===== src/core/tcc_defines.svh =====
`ifndef TCC_DEFINES_SVH
`define TCC_DEFINES_SVH
`define TCC_OFF_MODE 8'h18
`define TCC_OFF_EN 8'h20
`define TCC_OFF_CNT 8'h24
`define TCC_OFF_CCV 8'h34
`define TCC_OFF_STAT 8'h10
`define TCC_OFF_MASK 8'h0C
`define TCC_MODE_RMASK 16'h00FF
`define TCC_EN_RMASK 16'h000B
`define TCC_F_DIR 1:0
`define TCC_F_PSC 3:2
`define TCC_F_FILT 7:4
`define TCC_F_OCM 6:4
`define TCC_B_EN 0
`define TCC_B_POL 1
`define TCC_B_NPOL 3
`define TCC_RST_16 16'h0000
`endif


===== src/core/tcc_pkg.sv =====
package tcc_pkg;
    typedef enum logic [1:0] {TCC_DIR_OUT, TCC_DIR_TI1, TCC_DIR_TI2, TCC_DIR_TRC} tcc_dir_t;
    typedef enum logic [2:0] {TCC_OC_FREEZE, TCC_OC_HIGH, TCC_OC_LOW, TCC_OC_TOGGLE,
        TCC_OC_FLOW, TCC_OC_FHIGH, TCC_OC_PWM1, TCC_OC_PWM2} tcc_ocm_t;
    typedef enum logic [1:0] {TCC_EDGE_RISE, TCC_EDGE_FALL, TCC_EDGE_RSVD, TCC_EDGE_BOTH}
        tcc_edge_t;
endpackage


===== src/core/tcc_chan1.sv =====
// Implementation choice: the address-and-strobe port.
`include "tcc_defines.svh"
`timescale 1ns/1ps
`default_nettype none
module tcc_chan1 #(
    parameter int CNT_W = 16
) (
    // clock and reset
    input wire logic sys_clk_i,
    input wire logic rstn_i,
    input wire logic clk_en_i,
    // register port
    input wire logic [7:0] addr_i,
    input wire logic [15:0] wdata_i,
    input wire logic wr_i,
    input wire logic rd_i,
    output logic [15:0] rdata_o,
    // timer pins
    input wire logic timer_input_one_i,
    input wire logic timer_input_two_i,
    input wire logic trigger_controller_input_i,
    output logic compare_output_pin_o,
    output logic output_drive_enable_o,
    output logic capture_signal_o,
    output logic irq_o
);
    import tcc_pkg::*;

    logic rst_s1_r, rst_n_r;
    logic [7:0] mode_r;
    logic en_r, pol_r, npol_r;
    logic [CNT_W-1:0] cnt_r, ccv_r;
    logic [1:0] stat_r, mask_r;
    logic ref_r;
    logic [2:0] ev_cnt_r;
    logic [4:0] div_cnt_r;
    logic [2:0] agree_r;
    logic filt_r, filt_prev_r, cand_r;
    logic ev_hit, cap_ev, match_ev;

    function automatic logic [4:0] filt_div(input logic [3:0] f);
        case (f)
            4'h0, 4'h1, 4'h2, 4'h3: filt_div = 5'h00;
            4'h4, 4'h5: filt_div = 5'h01;
            4'h6, 4'h7: filt_div = 5'h03;
            4'h8, 4'h9: filt_div = 5'h07;
            4'hA, 4'hB, 4'hC: filt_div = 5'h0F;
            default: filt_div = 5'h1F;
        endcase
    endfunction

    function automatic logic [2:0] filt_n(input logic [3:0] f);
        case (f)
            4'h0: filt_n = 3'h0;
            4'h1: filt_n = 3'h1;
            4'h2: filt_n = 3'h3;
            4'h4, 4'h6, 4'h8, 4'hB, 4'hE: filt_n = 3'h5;
            4'hA, 4'hD: filt_n = 3'h4;
            default: filt_n = 3'h7;
        endcase
    endfunction

    wire logic is_out = (mode_r[`TCC_F_DIR] == TCC_DIR_OUT);
    wire logic [3:0] filt_code = mode_r[`TCC_F_FILT];
    wire logic [2:0] ocm = mode_r[`TCC_F_OCM];
    wire logic wr_mode = wr_i && (addr_i == `TCC_OFF_MODE);
    wire logic wr_en = wr_i && (addr_i == `TCC_OFF_EN);

    // reset release through two flops
    always_ff @(posedge sys_clk_i or negedge rstn_i) begin
        if (!rstn_i) begin
            rst_s1_r <= 1'b0;
            rst_n_r <= 1'b0;
        end else begin
            rst_s1_r <= 1'b1;
            rst_n_r <= rst_s1_r;
        end
    end

    // mode register; field meanings depend on direction
    always_ff @(posedge sys_clk_i or negedge rst_n_r) begin
        if (!rst_n_r) begin
            mode_r <= 8'h00;
        end else if (clk_en_i && wr_mode) begin
            mode_r[7:2] <= wdata_i[7:2];
            if (!en_r) begin
                mode_r[`TCC_F_DIR] <= wdata_i[`TCC_F_DIR];
            end
        end
    end

    always_ff @(posedge sys_clk_i or negedge rst_n_r) begin
        if (!rst_n_r) begin
            en_r <= 1'b0;
            pol_r <= 1'b0;
            npol_r <= 1'b0;
        end else if (clk_en_i) begin
            if (wr_en) begin
                en_r <= wdata_i[`TCC_B_EN];
                pol_r <= wdata_i[`TCC_B_POL];
                npol_r <= is_out ? 1'b0 : wdata_i[`TCC_B_NPOL];
            end else if (is_out) begin
                npol_r <= 1'b0;
            end
        end
    end

    // free-running counter stands in for the time base
    always_ff @(posedge sys_clk_i or negedge rst_n_r) begin
        if (!rst_n_r) begin
            cnt_r <= CNT_W'(`TCC_RST_16);
        end else if (clk_en_i) begin
            if (wr_i && addr_i == `TCC_OFF_CNT) begin
                cnt_r <= wdata_i[CNT_W-1:0];
            end else begin
                cnt_r <= cnt_r + 1'b1;
            end
        end
    end

    // input selection; trigger input only meaningful with internal trigger
    logic raw_in;
    always_comb begin
        case (mode_r[`TCC_F_DIR])
            TCC_DIR_TI1: raw_in = timer_input_one_i;
            TCC_DIR_TI2: raw_in = timer_input_two_i;
            TCC_DIR_TRC: raw_in = trigger_controller_input_i;
            default: raw_in = 1'b0;
        endcase
    end

    // digital filter: accept a new level after N equal samples at clk/DIV
    always_ff @(posedge sys_clk_i or negedge rst_n_r) begin
        if (!rst_n_r) begin
            div_cnt_r <= 5'h00;
            agree_r <= 3'h0;
            filt_r <= 1'b0;
            cand_r <= 1'b0;
        end else if (clk_en_i) begin
            if (filt_code == 4'h0) begin
                filt_r <= raw_in;
                div_cnt_r <= 5'h00;
                agree_r <= 3'h0;
            end else if (div_cnt_r != 5'h00) begin
                div_cnt_r <= div_cnt_r - 5'h01;
            end else begin
                div_cnt_r <= filt_div(filt_code);
                cand_r <= raw_in;
                if (raw_in != cand_r || raw_in == filt_r) begin
                    agree_r <= 3'h0;
                end else if (agree_r == filt_n(filt_code) - 3'h1) begin
                    filt_r <= raw_in;
                    agree_r <= 3'h0;
                end else begin
                    agree_r <= agree_r + 3'h1;
                end
            end
        end
    end

    always_ff @(posedge sys_clk_i or negedge rst_n_r) begin
        if (!rst_n_r) begin
            filt_prev_r <= 1'b0;
        end else if (clk_en_i) begin
            filt_prev_r <= filt_r;
        end
    end

    // same polarity pair applies whichever filtered input is routed here
    always_comb begin
        case ({pol_r, npol_r})
            2'b00: ev_hit = filt_r && !filt_prev_r;
            2'b10: ev_hit = !filt_r && filt_prev_r;
            2'b11: ev_hit = filt_r != filt_prev_r;
            default: ev_hit = 1'b0;
        endcase
    end

    // event divider; capture only counts while enabled in input mode
    always_ff @(posedge sys_clk_i or negedge rst_n_r) begin
        if (!rst_n_r) begin
            ev_cnt_r <= 3'h0;
        end else if (clk_en_i) begin
            if (is_out || !en_r) begin
                ev_cnt_r <= 3'h0;
            end else if (ev_hit) begin
                ev_cnt_r <= cap_ev ? 3'h0 : ev_cnt_r + 3'h1;
            end
        end
    end

    assign cap_ev = !is_out && en_r && ev_hit &&
        (ev_cnt_r == ((3'h1 << mode_r[`TCC_F_PSC]) - 3'h1));

    always_ff @(posedge sys_clk_i or negedge rst_n_r) begin
        if (!rst_n_r) begin
            ccv_r <= CNT_W'(`TCC_RST_16);
            capture_signal_o <= 1'b0;
        end else if (clk_en_i) begin
            capture_signal_o <= cap_ev;
            if (cap_ev) begin
                ccv_r <= cnt_r;
            end else if (wr_i && addr_i == `TCC_OFF_CCV && is_out) begin
                ccv_r <= wdata_i[CNT_W-1:0];
            end
        end
    end

    assign match_ev = is_out && (cnt_r == ccv_r);

    // reference level
    always_ff @(posedge sys_clk_i or negedge rst_n_r) begin
        if (!rst_n_r) begin
            ref_r <= 1'b0;
        end else if (clk_en_i) begin
            case (tcc_ocm_t'(ocm))
                TCC_OC_FREEZE: ref_r <= ref_r;
                TCC_OC_HIGH: ref_r <= match_ev ? 1'b1 : ref_r;
                TCC_OC_LOW: ref_r <= match_ev ? 1'b0 : ref_r;
                TCC_OC_TOGGLE: ref_r <= match_ev ? !ref_r : ref_r;
                TCC_OC_FLOW: ref_r <= 1'b0;
                TCC_OC_FHIGH: ref_r <= 1'b1;
                TCC_OC_PWM1: ref_r <= (cnt_r < ccv_r);
                TCC_OC_PWM2: ref_r <= (cnt_r > ccv_r);
                default: ref_r <= ref_r;
            endcase
        end
    end

    // pin stage registered; pin follows reference one cycle later
    always_ff @(posedge sys_clk_i or negedge rst_n_r) begin
        if (!rst_n_r) begin
            compare_output_pin_o <= 1'b0;
            output_drive_enable_o <= 1'b0;
        end else if (clk_en_i) begin
            if (is_out && en_r) begin
                compare_output_pin_o <= ref_r ^ pol_r;
                output_drive_enable_o <= 1'b1;
            end else begin
                compare_output_pin_o <= 1'b0;
                output_drive_enable_o <= 1'b0;
            end
        end
    end

    // status: bit0 capture, bit1 compare match; set wins over clear
    always_ff @(posedge sys_clk_i or negedge rst_n_r) begin
        if (!rst_n_r) begin
            stat_r <= 2'h0;
            mask_r <= 2'h0;
            irq_o <= 1'b0;
        end else if (clk_en_i) begin
            if (wr_i && addr_i == `TCC_OFF_MASK) begin
                mask_r <= wdata_i[1:0];
            end
            stat_r <= (stat_r & ~((wr_i && addr_i == `TCC_OFF_STAT) ? wdata_i[1:0] : 2'h0))
                | {match_ev, cap_ev};
            irq_o <= |(stat_r & mask_r);
        end
    end

    always_ff @(posedge sys_clk_i or negedge rst_n_r) begin
        if (!rst_n_r) begin
            rdata_o <= 16'h0000;
        end else if (clk_en_i) begin
            if (rd_i) begin
                case (addr_i)
                    `TCC_OFF_MODE: rdata_o <= {8'h00, mode_r} & `TCC_MODE_RMASK;
                    `TCC_OFF_EN: rdata_o <= {12'h000, npol_r, 1'b0, pol_r, en_r};
                    `TCC_OFF_CNT: rdata_o <= 16'(cnt_r);
                    `TCC_OFF_CCV: rdata_o <= 16'(ccv_r);
                    `TCC_OFF_STAT: rdata_o <= {14'h0000, stat_r};
                    `TCC_OFF_MASK: rdata_o <= {14'h0000, mask_r};
                    default: rdata_o <= 16'h0000;
                endcase
            end else begin
                rdata_o <= 16'h0000;
            end
        end
    end
endmodule
`default_nettype wire


===== config.mk =====
export PLATFORM = sky130hd
export DESIGN_NAME = tcc_chan1
export DESIGN_NICKNAME = d
export VERILOG_FILES = /design/src/core/tcc_pkg.sv /design/src/core/tcc_chan1.sv
export VERILOG_INCLUDE_DIRS = /design/src /design/src/core
export SDC_FILE = /design/constraint.sdc
export NUM_CORES = 1
export LEC_CHECK = 0
export BUFFER_PORTS_ARGS = -buffer_cell sky130_fd_sc_hd__buf_2
export CORE_ASPECT_RATIO = 1.25
export CORE_MARGIN = 10
export CORE_UTILIZATION = 45
export CTS_BUF_LIST = sky130_fd_sc_hd__clkbuf_16
export DETAILED_ROUTE_END_ITERATION = 6
export GPL_TIMING_DRIVEN = 0
export PLACE_DENSITY = 0.74
export SETUP_SLACK_MARGIN = 0.15
export SLEW_MARGIN = 40
export SYNTH_ARGS = -nofsm -noshare
export SYNTH_HDL_FRONTEND = slang
export SYNTH_SLANG_ARGS = --single-unit

===== constraint.sdc =====
create_clock -name sys_clk_i -period 3.15 [get_ports sys_clk_i]
set_clock_uncertainty 0.05 [all_clocks]
set_input_delay 0.63 -clock sys_clk_i [delete_from_list [all_inputs] [get_ports sys_clk_i]]
set_output_delay 0.63 -clock sys_clk_i [all_outputs]
set_load 0.005 [all_outputs]

==> out/metrics.yaml, run 1 <==
worst_setup_path:
  cp.arrival_ns: 3.03
  setup.worst_path.start_class: "flop"
  critPathBufInv: 1
  path_class: "flop to flop"
  slowest_delay_ns: 0.47
  cpMaxStageDelayCell: "mux4_2"
  cp_cell_sequence: "inv_1 > ha_1 > mux4_2 > ha_1 > xnor2_1 > xnor2_1 > o211ai_1 > o211ai_1 > or3b_2"
  worstSetupStartpoint: "mode_r[4]"
  worstSetupEndpointType: "flop"
  worst_ep_required_time_ns: 3.32
  reg2reg_from: "mode_r[4]"
  cp_top_family: "multiplexers"
  worst-path-max-fanout: 5
die:
  rows: 43
  ios: 52
  core-area_um2: 11100
  die_y_um: 139
  initial_core_util_pct: 46.0
  die_x_um: 115
  die_area_um2: 16000
synthesis:
  yosysTopAreaCell: "dfrtp_1"
  ys_seq_area_share_pct: 41.2
  synth_area_um2: 5100
  synth-main-ff-cell: "dfrtp_1"
  synth_edf_count: 0
  syn_area_per_cell_um2: 9.35
  syn_nets: 607
  yosysWarningCount: 0
  synth_seq_cells: 84
  synthCells: 546
  synth.top_cell.area_share_pct: 41.2
  synth.area.top_cells: "dfrtp_1 (41%), mux2i_1 (7.3%), ha_1 (7.1%)"
  synth.distinct_cells: 60
  synth-async-reset-ratio_pct: 100
grt:
  grt_max_degree: 41
  antenna_found_initial: 0
  grt_usage_pct: 18.3
  grt_pass1_vias: 4649
  grt_first_pass_wirelength_mm: 23.7
  overflow: 0
cts:
  insertion_delay_ns: 0.35
  htree_levels: 3
  clkSlewWorstSetupHoldPaths_ns: 0.06
  postCtsHoldBufs: 0
  max-clock-path-buffers: 2
  cts_tree: "yes"
  cts.sinks: 84
  root_buffer: "clkbuf_16"
  cts_buffers: 9
worst_hold_path:
  hold_path_class: "primary input to async pin"
detailed_routing:
  drt_iter0_markers: 321
  num_vias: 4556
  drt_pass1_iterations: 5
  postRouteAntennaNets: 0
  drc: 0
  wl_mm: 14.6
  vias_per_cell: 6.08
  wl_per_cell_um: 19.5
timing:
  worst_pin_slew_ns: 0.810
  max_freq_mhz: 350
  tns_ns: 0
  fin_crit_ns: 2.86
  relSlewSlack_pct: 45.7
  setup_violations: 0
  hold_ws_ns: 0.0116
  grt_setup_unrepaired: "no"
  timing.final.crit_share_pct: 90.7
  finalHoldViolCount: 0
  drv_slew: 0
final_layout:
  num_antenna_cells: 0
  nNetsFinal: 670
  syn_to_final_growth_pct: 15.4
  drive_above_1_share_pct: 16.4
  stdcell_count: 749
  final_cell_area_um2: 5890
power:
  powerDensity_nw_per_um2: 516
  ir_worst_vdd_v: 0.000430
  power.total_mw: 3.03
  power_leakage_nw: 2.78
placed_design:
  routabilityCongestion: 0.898
  io_buffers: 50
  place_area_um2: 5570
  detailed_place_hpwl_mm: 10.9
  placedCellCount: 733
flow_run:
  max-cap-violations: 0
outcome:
  status: "finished clean"
==> final cells by class <==
| class | instances | area, µm² |
|---|---|---|
| sequential | 84 | 2110 |
| clock buffer | 9 | 225 |
| multi-input combinational | 383 | 2690 |
| timing repair buffer | 52 | 298 |
| fill | 1010 | 5200 |
| buffer | 27 | 121 |
| inverter | 52 | 195 |
| clock inverter | 7 | 83.8 |
| tap | 135 | 169 |
==> sequential cells by signal, indices dropped and copies added, names as in the netlist, 2 cells and up <==
signal / count
agree_r: 3
ccv_r: 16
cnt_r: 16
div_cnt_r: 5
ev_cnt_r: 3
mask_r: 2
mode_r: 8
rdata_o: 16
stat_r: 2
==> power breakdown <==
part / switching, mW / internal [mW]
combinational: 0.320 / 0.241
clock: 0.440 / 0.685
sequential: 0.156 / 1.19
total: 0.917 / 2.12
==> metrics by stage <==
step                worst slack (ns)  util (%)
floorplan                      0.520         -
detailed placement             0.272      50.3
global route                   0.170      53.1
CTS                            0.253      53.1
global placement              -0.432      49.8
finish                         0.292      53.1
==> worst register-to-register path, cell delays in order, from the launching register on <==
cell      delay, ns
dfrtp_2        0.45
inv_1          0.15
ha_1           0.25
mux4_2         0.47
ha_1           0.20
xnor2_1        0.18
xnor2_1        0.15
o211ai_1       0.19
o211ai_1       0.20
or3b_2         0.45
==> cell families after synthesis <==
kind of cell             Yosys count  synth area share (%)
flip-flops                        84                  41.2
AND/OR/NAND/NOR                  142                  14.6
multiplexers                      51                  10.6
adder cells (fa/ha/maj)           29                  7.11
buffers and inverters             79                  6.18
other                              1                0.0735
XOR/XNOR                           4                 0.687
AO/OA/AOI/OAI                    156                  19.6
==> layer usage <==
| metal | up-vias | track usage, % | share of wire, % |
|---|---|---|---|
| li1 | 2126 | - | - |
| met1 | 2245 | 21.3 | 40 |
| met2 | 153 | 31.2 | 52 |
| met3 | 32 | 3.33 | 5.8 |
| met4 | 0 | 8.68 | 2.9 |
| met5 | - | 0 | 0 |
==> synthesized netlist by cell type (2+ instances only) <==
cell type  instances
nor2_1            19
o22ai_1           24
inv_1             52
dfrtp_1           84
a22o_1             8
a222oi_1           5
and4_1             2
nor3_1             9
xnor2_1            2
ha_1              29
nor4b_1            2
nand3_1           20
xor2_1             2
o21a_1             2
and3_1             4
a21o_1             3
and3_4             2
o211ai_1           6
o21ai_1            2
o21ai_0           41
nand2_1           46
a21oi_1           32
o21bai_1           2
buf_2              6
mux2i_1           37
a221oi_1           2
a2111oi_0          2
nor4_1             7
mux2_2            13
a211oi_1           2
clkbuf_1          17
nand3b_1           3
a22oi_1           14
nand4_1           11
nand2b_1           5
nor2b_1            4
buf_1              2
==> what timing repair did <==
action / CTS / global route
resized for setup: 0 / 4
buffers inserted: 0 / 0
endpoints found under the setup margin: 0 / 2
==> layout by cell type, fill, tap and decap left out, types with 17 or more instances in the layout <==
| cell | n |
|---|---|
| dfrtp_1 | 81 |
| buf_2 | 56 |
| inv_1 | 53 |
| nand2_1 | 46 |
| o21ai_0 | 41 |
| mux2i_1 | 37 |
| a21oi_1 | 32 |
| ha_1 | 29 |
| o22ai_1 | 24 |
| nand3_1 | 20 |
| nor2_1 | 19 |
| clkbuf_1 | 17 |
==> path summary, 6_finish.rpt <==
| path | endpoint | cells past startpoint | slack, ns |
|---|---|---|---|
| max in group asynchronous | mode_r[5] | 1 | 2.33 |
| worst max register to register | filt_r | 9 | 0.29 |
| worst min register to register | cnt_r[0] | 0 | 0.18 |
| min in group sys_clk_i | rst_n_r | 0 | 0.31 |
| worst min-delay path | rst_n_r | 1 | 0.01 |
| worst max-delay path | filt_r | 9 | 0.29 |
Power figures use the tool's default switching activity.
==> inputs of run 2 (changes only) <==
- SETUP_SLACK_MARGIN: 0.15 -> 0.4
==> run 2 against run 1 <==
  * Critical path depth increased by 2
  * First-iteration DRC count rose by 8.1%
  * Largest power group unchanged
  * Setup slack improved by 0.19 ns
  * Combinational power rose by 3%
  * Die area is the same
  * Highest routed layer unchanged
  * Critical path type unchanged
  * Core utilization grew 0.72 points
==> out/metrics.yaml, run 2 (same netlist as run 1, synthesis figures left out) <==
outcome:
  status: "finished clean"
power:
  powerDensity_nw_per_um2: 512  # -0.71%
  power_leakage_nw: 2.80  # +0.61%
  power.total_mw: 3.05  # +0.64%
  combPwrFrac_pct: 18.9  # +0.4 points
  switching_share_pct: 30.3  # +0.12 points
  p_clk_share_pct: 36.9  # -0.2 points
  p_seq_share_pct: 44.2  # -0.2 points
  intPower_mw: 2.13  # +0.48%
  p_switching_mw: 0.926  # +1.0%
  ir_worst_vdd_v: 0.000433  # +0.65%
grt:
  overflow: 0  # unchanged
  grt_max_degree: 41  # unchanged
  grt_usage_pct: 18.4  # +0.044 points
  use_met2_pct: 31.4  # +0.15 points
  grt_use_met3_pct: 3.33  # unchanged
  grt_first_pass_wirelength_mm: 23.8  # +0.35%
  use_met1_pct: 21.3  # -0.026 points
  grt_pass1_vias: 4680  # +0.67%
  busiest_layer: "met2"
  antenna_found_initial: 0  # unchanged
worst_setup_path:
  setup.worst_path.start_class: "flop"
  worst-path-max-fanout: 4  # -1
  worst_ep_required_time_ns: 3.33  # about the same
  cpMostUsedCell: "o211ai_1"
  slowest_delay_ns: 0.44  # -0.03 ns
  worstSetupStartpoint: "mode_r[5]"
  reg2reg_setup_slack_ns: 0.49  # +0.19 ns
  critPathBufInv: 1  # unchanged
  reg2reg_from: "mode_r[5]"
  cp.arrival_ns: 2.85  # -0.18 ns
  cpMaxStageDelayCell: "dfrtp_2"
  reg2reg_to: "agree_r[0]"
  critical_path_depth: 11  # +2
  cp_cell_sequence: "buf_4 > ha_1 > mux2i_2 > a21oi_1 > ha_4 > xnor2_2 > xnor2_1 > o211ai_1 > o211ai_1 > nor2_1 > mux2_4"
  worstSetupEndpointType: "flop"
  cp_top_family: "compound AO/OA/AOI/OAI gates"
  path_class: "flop to flop"
  r2r_cells: 11  # +2
final_layout:
  nNetsFinal: 674  # +0.60%
  syn_to_final_growth_pct: 16.9
  drive_above_1_share_pct: 17.8  # +1.3 points
  final_cell_mix: "dfrtp_1 (81), buf_2 (56), inv_1 (52)"
  mostFrequentLayoutCell: "dfrtp_1"
  final_util_pct: 53.8  # +0.72 points
  largestRegisters: "ccv_r (16), cnt_r (16), rdata_o (16)"
  num_antenna_cells: 0  # unchanged
  stdcell_count: 753  # +0.53%
die:
  rows: 43  # unchanged
  die_x_um: 115  # unchanged
  ios: 52  # unchanged
  core-area_um2: 11100  # unchanged
  die_area_um2: 16000  # unchanged
  die_y_um: 139  # unchanged
  initial_core_util_pct: 46.0  # unchanged
cts:
  cts_buffers: 9  # unchanged
  htree_levels: 3  # unchanged
  insertion_delay_ns: 0.35  # about the same
  max-clock-path-buffers: 2  # unchanged
  clkSlewWorstSetupHoldPaths_ns: 0.06  # about the same
  root_buffer: "clkbuf_16"
  cts.sinks: 84  # unchanged
  cts_tree: "yes"
timing:
  relSlewSlack_pct: 44.4  # -1.3 points
  tns_ns: 0  # unchanged
  drv_slew: 0  # unchanged
  grt_setup_unrepaired: "yes"
  finalHoldViolCount: 0  # unchanged
  fin_crit_ns: 2.66  # -0.193 ns
  setup_violations: 0  # unchanged
  max_freq_mhz: 375  # +7.2%
  timing.final.crit_share_pct: 84.6  # -6.1 points
  worst_pin_slew_ns: 0.829  # +0.0198 ns
  hold_ws_ns: 0.0104  # -0.00120 ns
placed_design:
  placedCellCount: 733  # unchanged
  detailed_place_hpwl_mm: 10.9  # unchanged
  io_buffers: 50  # unchanged
  routabilityCongestion: 0.898  # unchanged
detailed_routing:
  vias_per_cell: 6.13  # +0.74%
  drc: 0  # unchanged
  wl_per_cell_um: 19.6  # +0.67%
  wl_mm: 14.7  # +1.2%
  drt_iter0_markers: 347  # +8.1%
  drt_pass1_iterations: 7  # +2
  postRouteAntennaNets: 0  # unchanged
  num_vias: 4614  # +1.3%
flow_run:
  max-cap-violations: 0  # unchanged
worst_hold_path:
  hold_path_class: "primary input to async pin"
==> run 2: cell types whose count changed in the layout (fill, tap and decap cells not counted), sizes merged <==
cell and delta:
buf +4
==> run 2: power by group through the flow <==
stage	Clock, mW	Combinational, mW	Sequential [mW]
floorplan	0	0.400	1.33
global placement	0	0.509	1.37
detailed placement	0	0.553	1.36
CTS	1.13	0.562	1.34
global route	1.18	0.659	1.36
finish	1.13	0.578	1.35
==> run 2: what timing repair did <==
action,CTS,global route
pin swaps,0,5
buffers inserted,3,1
resized for setup,5,10
hold buffers,0,0
setup endpoints to repair,2,4
==> run 2: area by class of cell <==
type	instances	area, µm²
Buffer	27	124
Clock buffer	9	225
Clock inverter	7	83.8
Fill cell	1003	5120
Inverter	52	200
Multi-Input combinational cell	383	2730
Sequential cell	84	2110
Tap cell	135	169
Timing Repair Buffer	56	328
==> run 2: how the worst max path moves through the flow <==
| stage | to | slack (ns) |
|---|---|---|
| after floorplan | filt_r | 0.52 |
| after global placement | ccv_r[9] | -0.43 |
| after detailed placement | filt_r | 0.27 |
| after CTS | filt_r | 0.41 |
| after global routing | agree_r[0] | 0.34 |
| final | agree_r[0] | 0.49 |
==> run 2: through the flow <==
| step | worst slack, ns | area [µm²] |
|---|---|---|
| 2_1_floorplan | 0.520 | 5100 |
| 3_3_place_gp | -0.432 | 5520 |
| 3_5_place_dp | 0.272 | 5570 |
| 4_1_cts | 0.412 | 5910 |
| 5_1_grt | 0.335 | 5970 |
| 6_report | 0.485 | 5970 |
==> run 2: metal layers <==
metal,up-vias,routed length (µm)
met5,-,0
met4,0,399
met3,32,816
met2,166,7740
met1,2283,5790
li1,2133,-
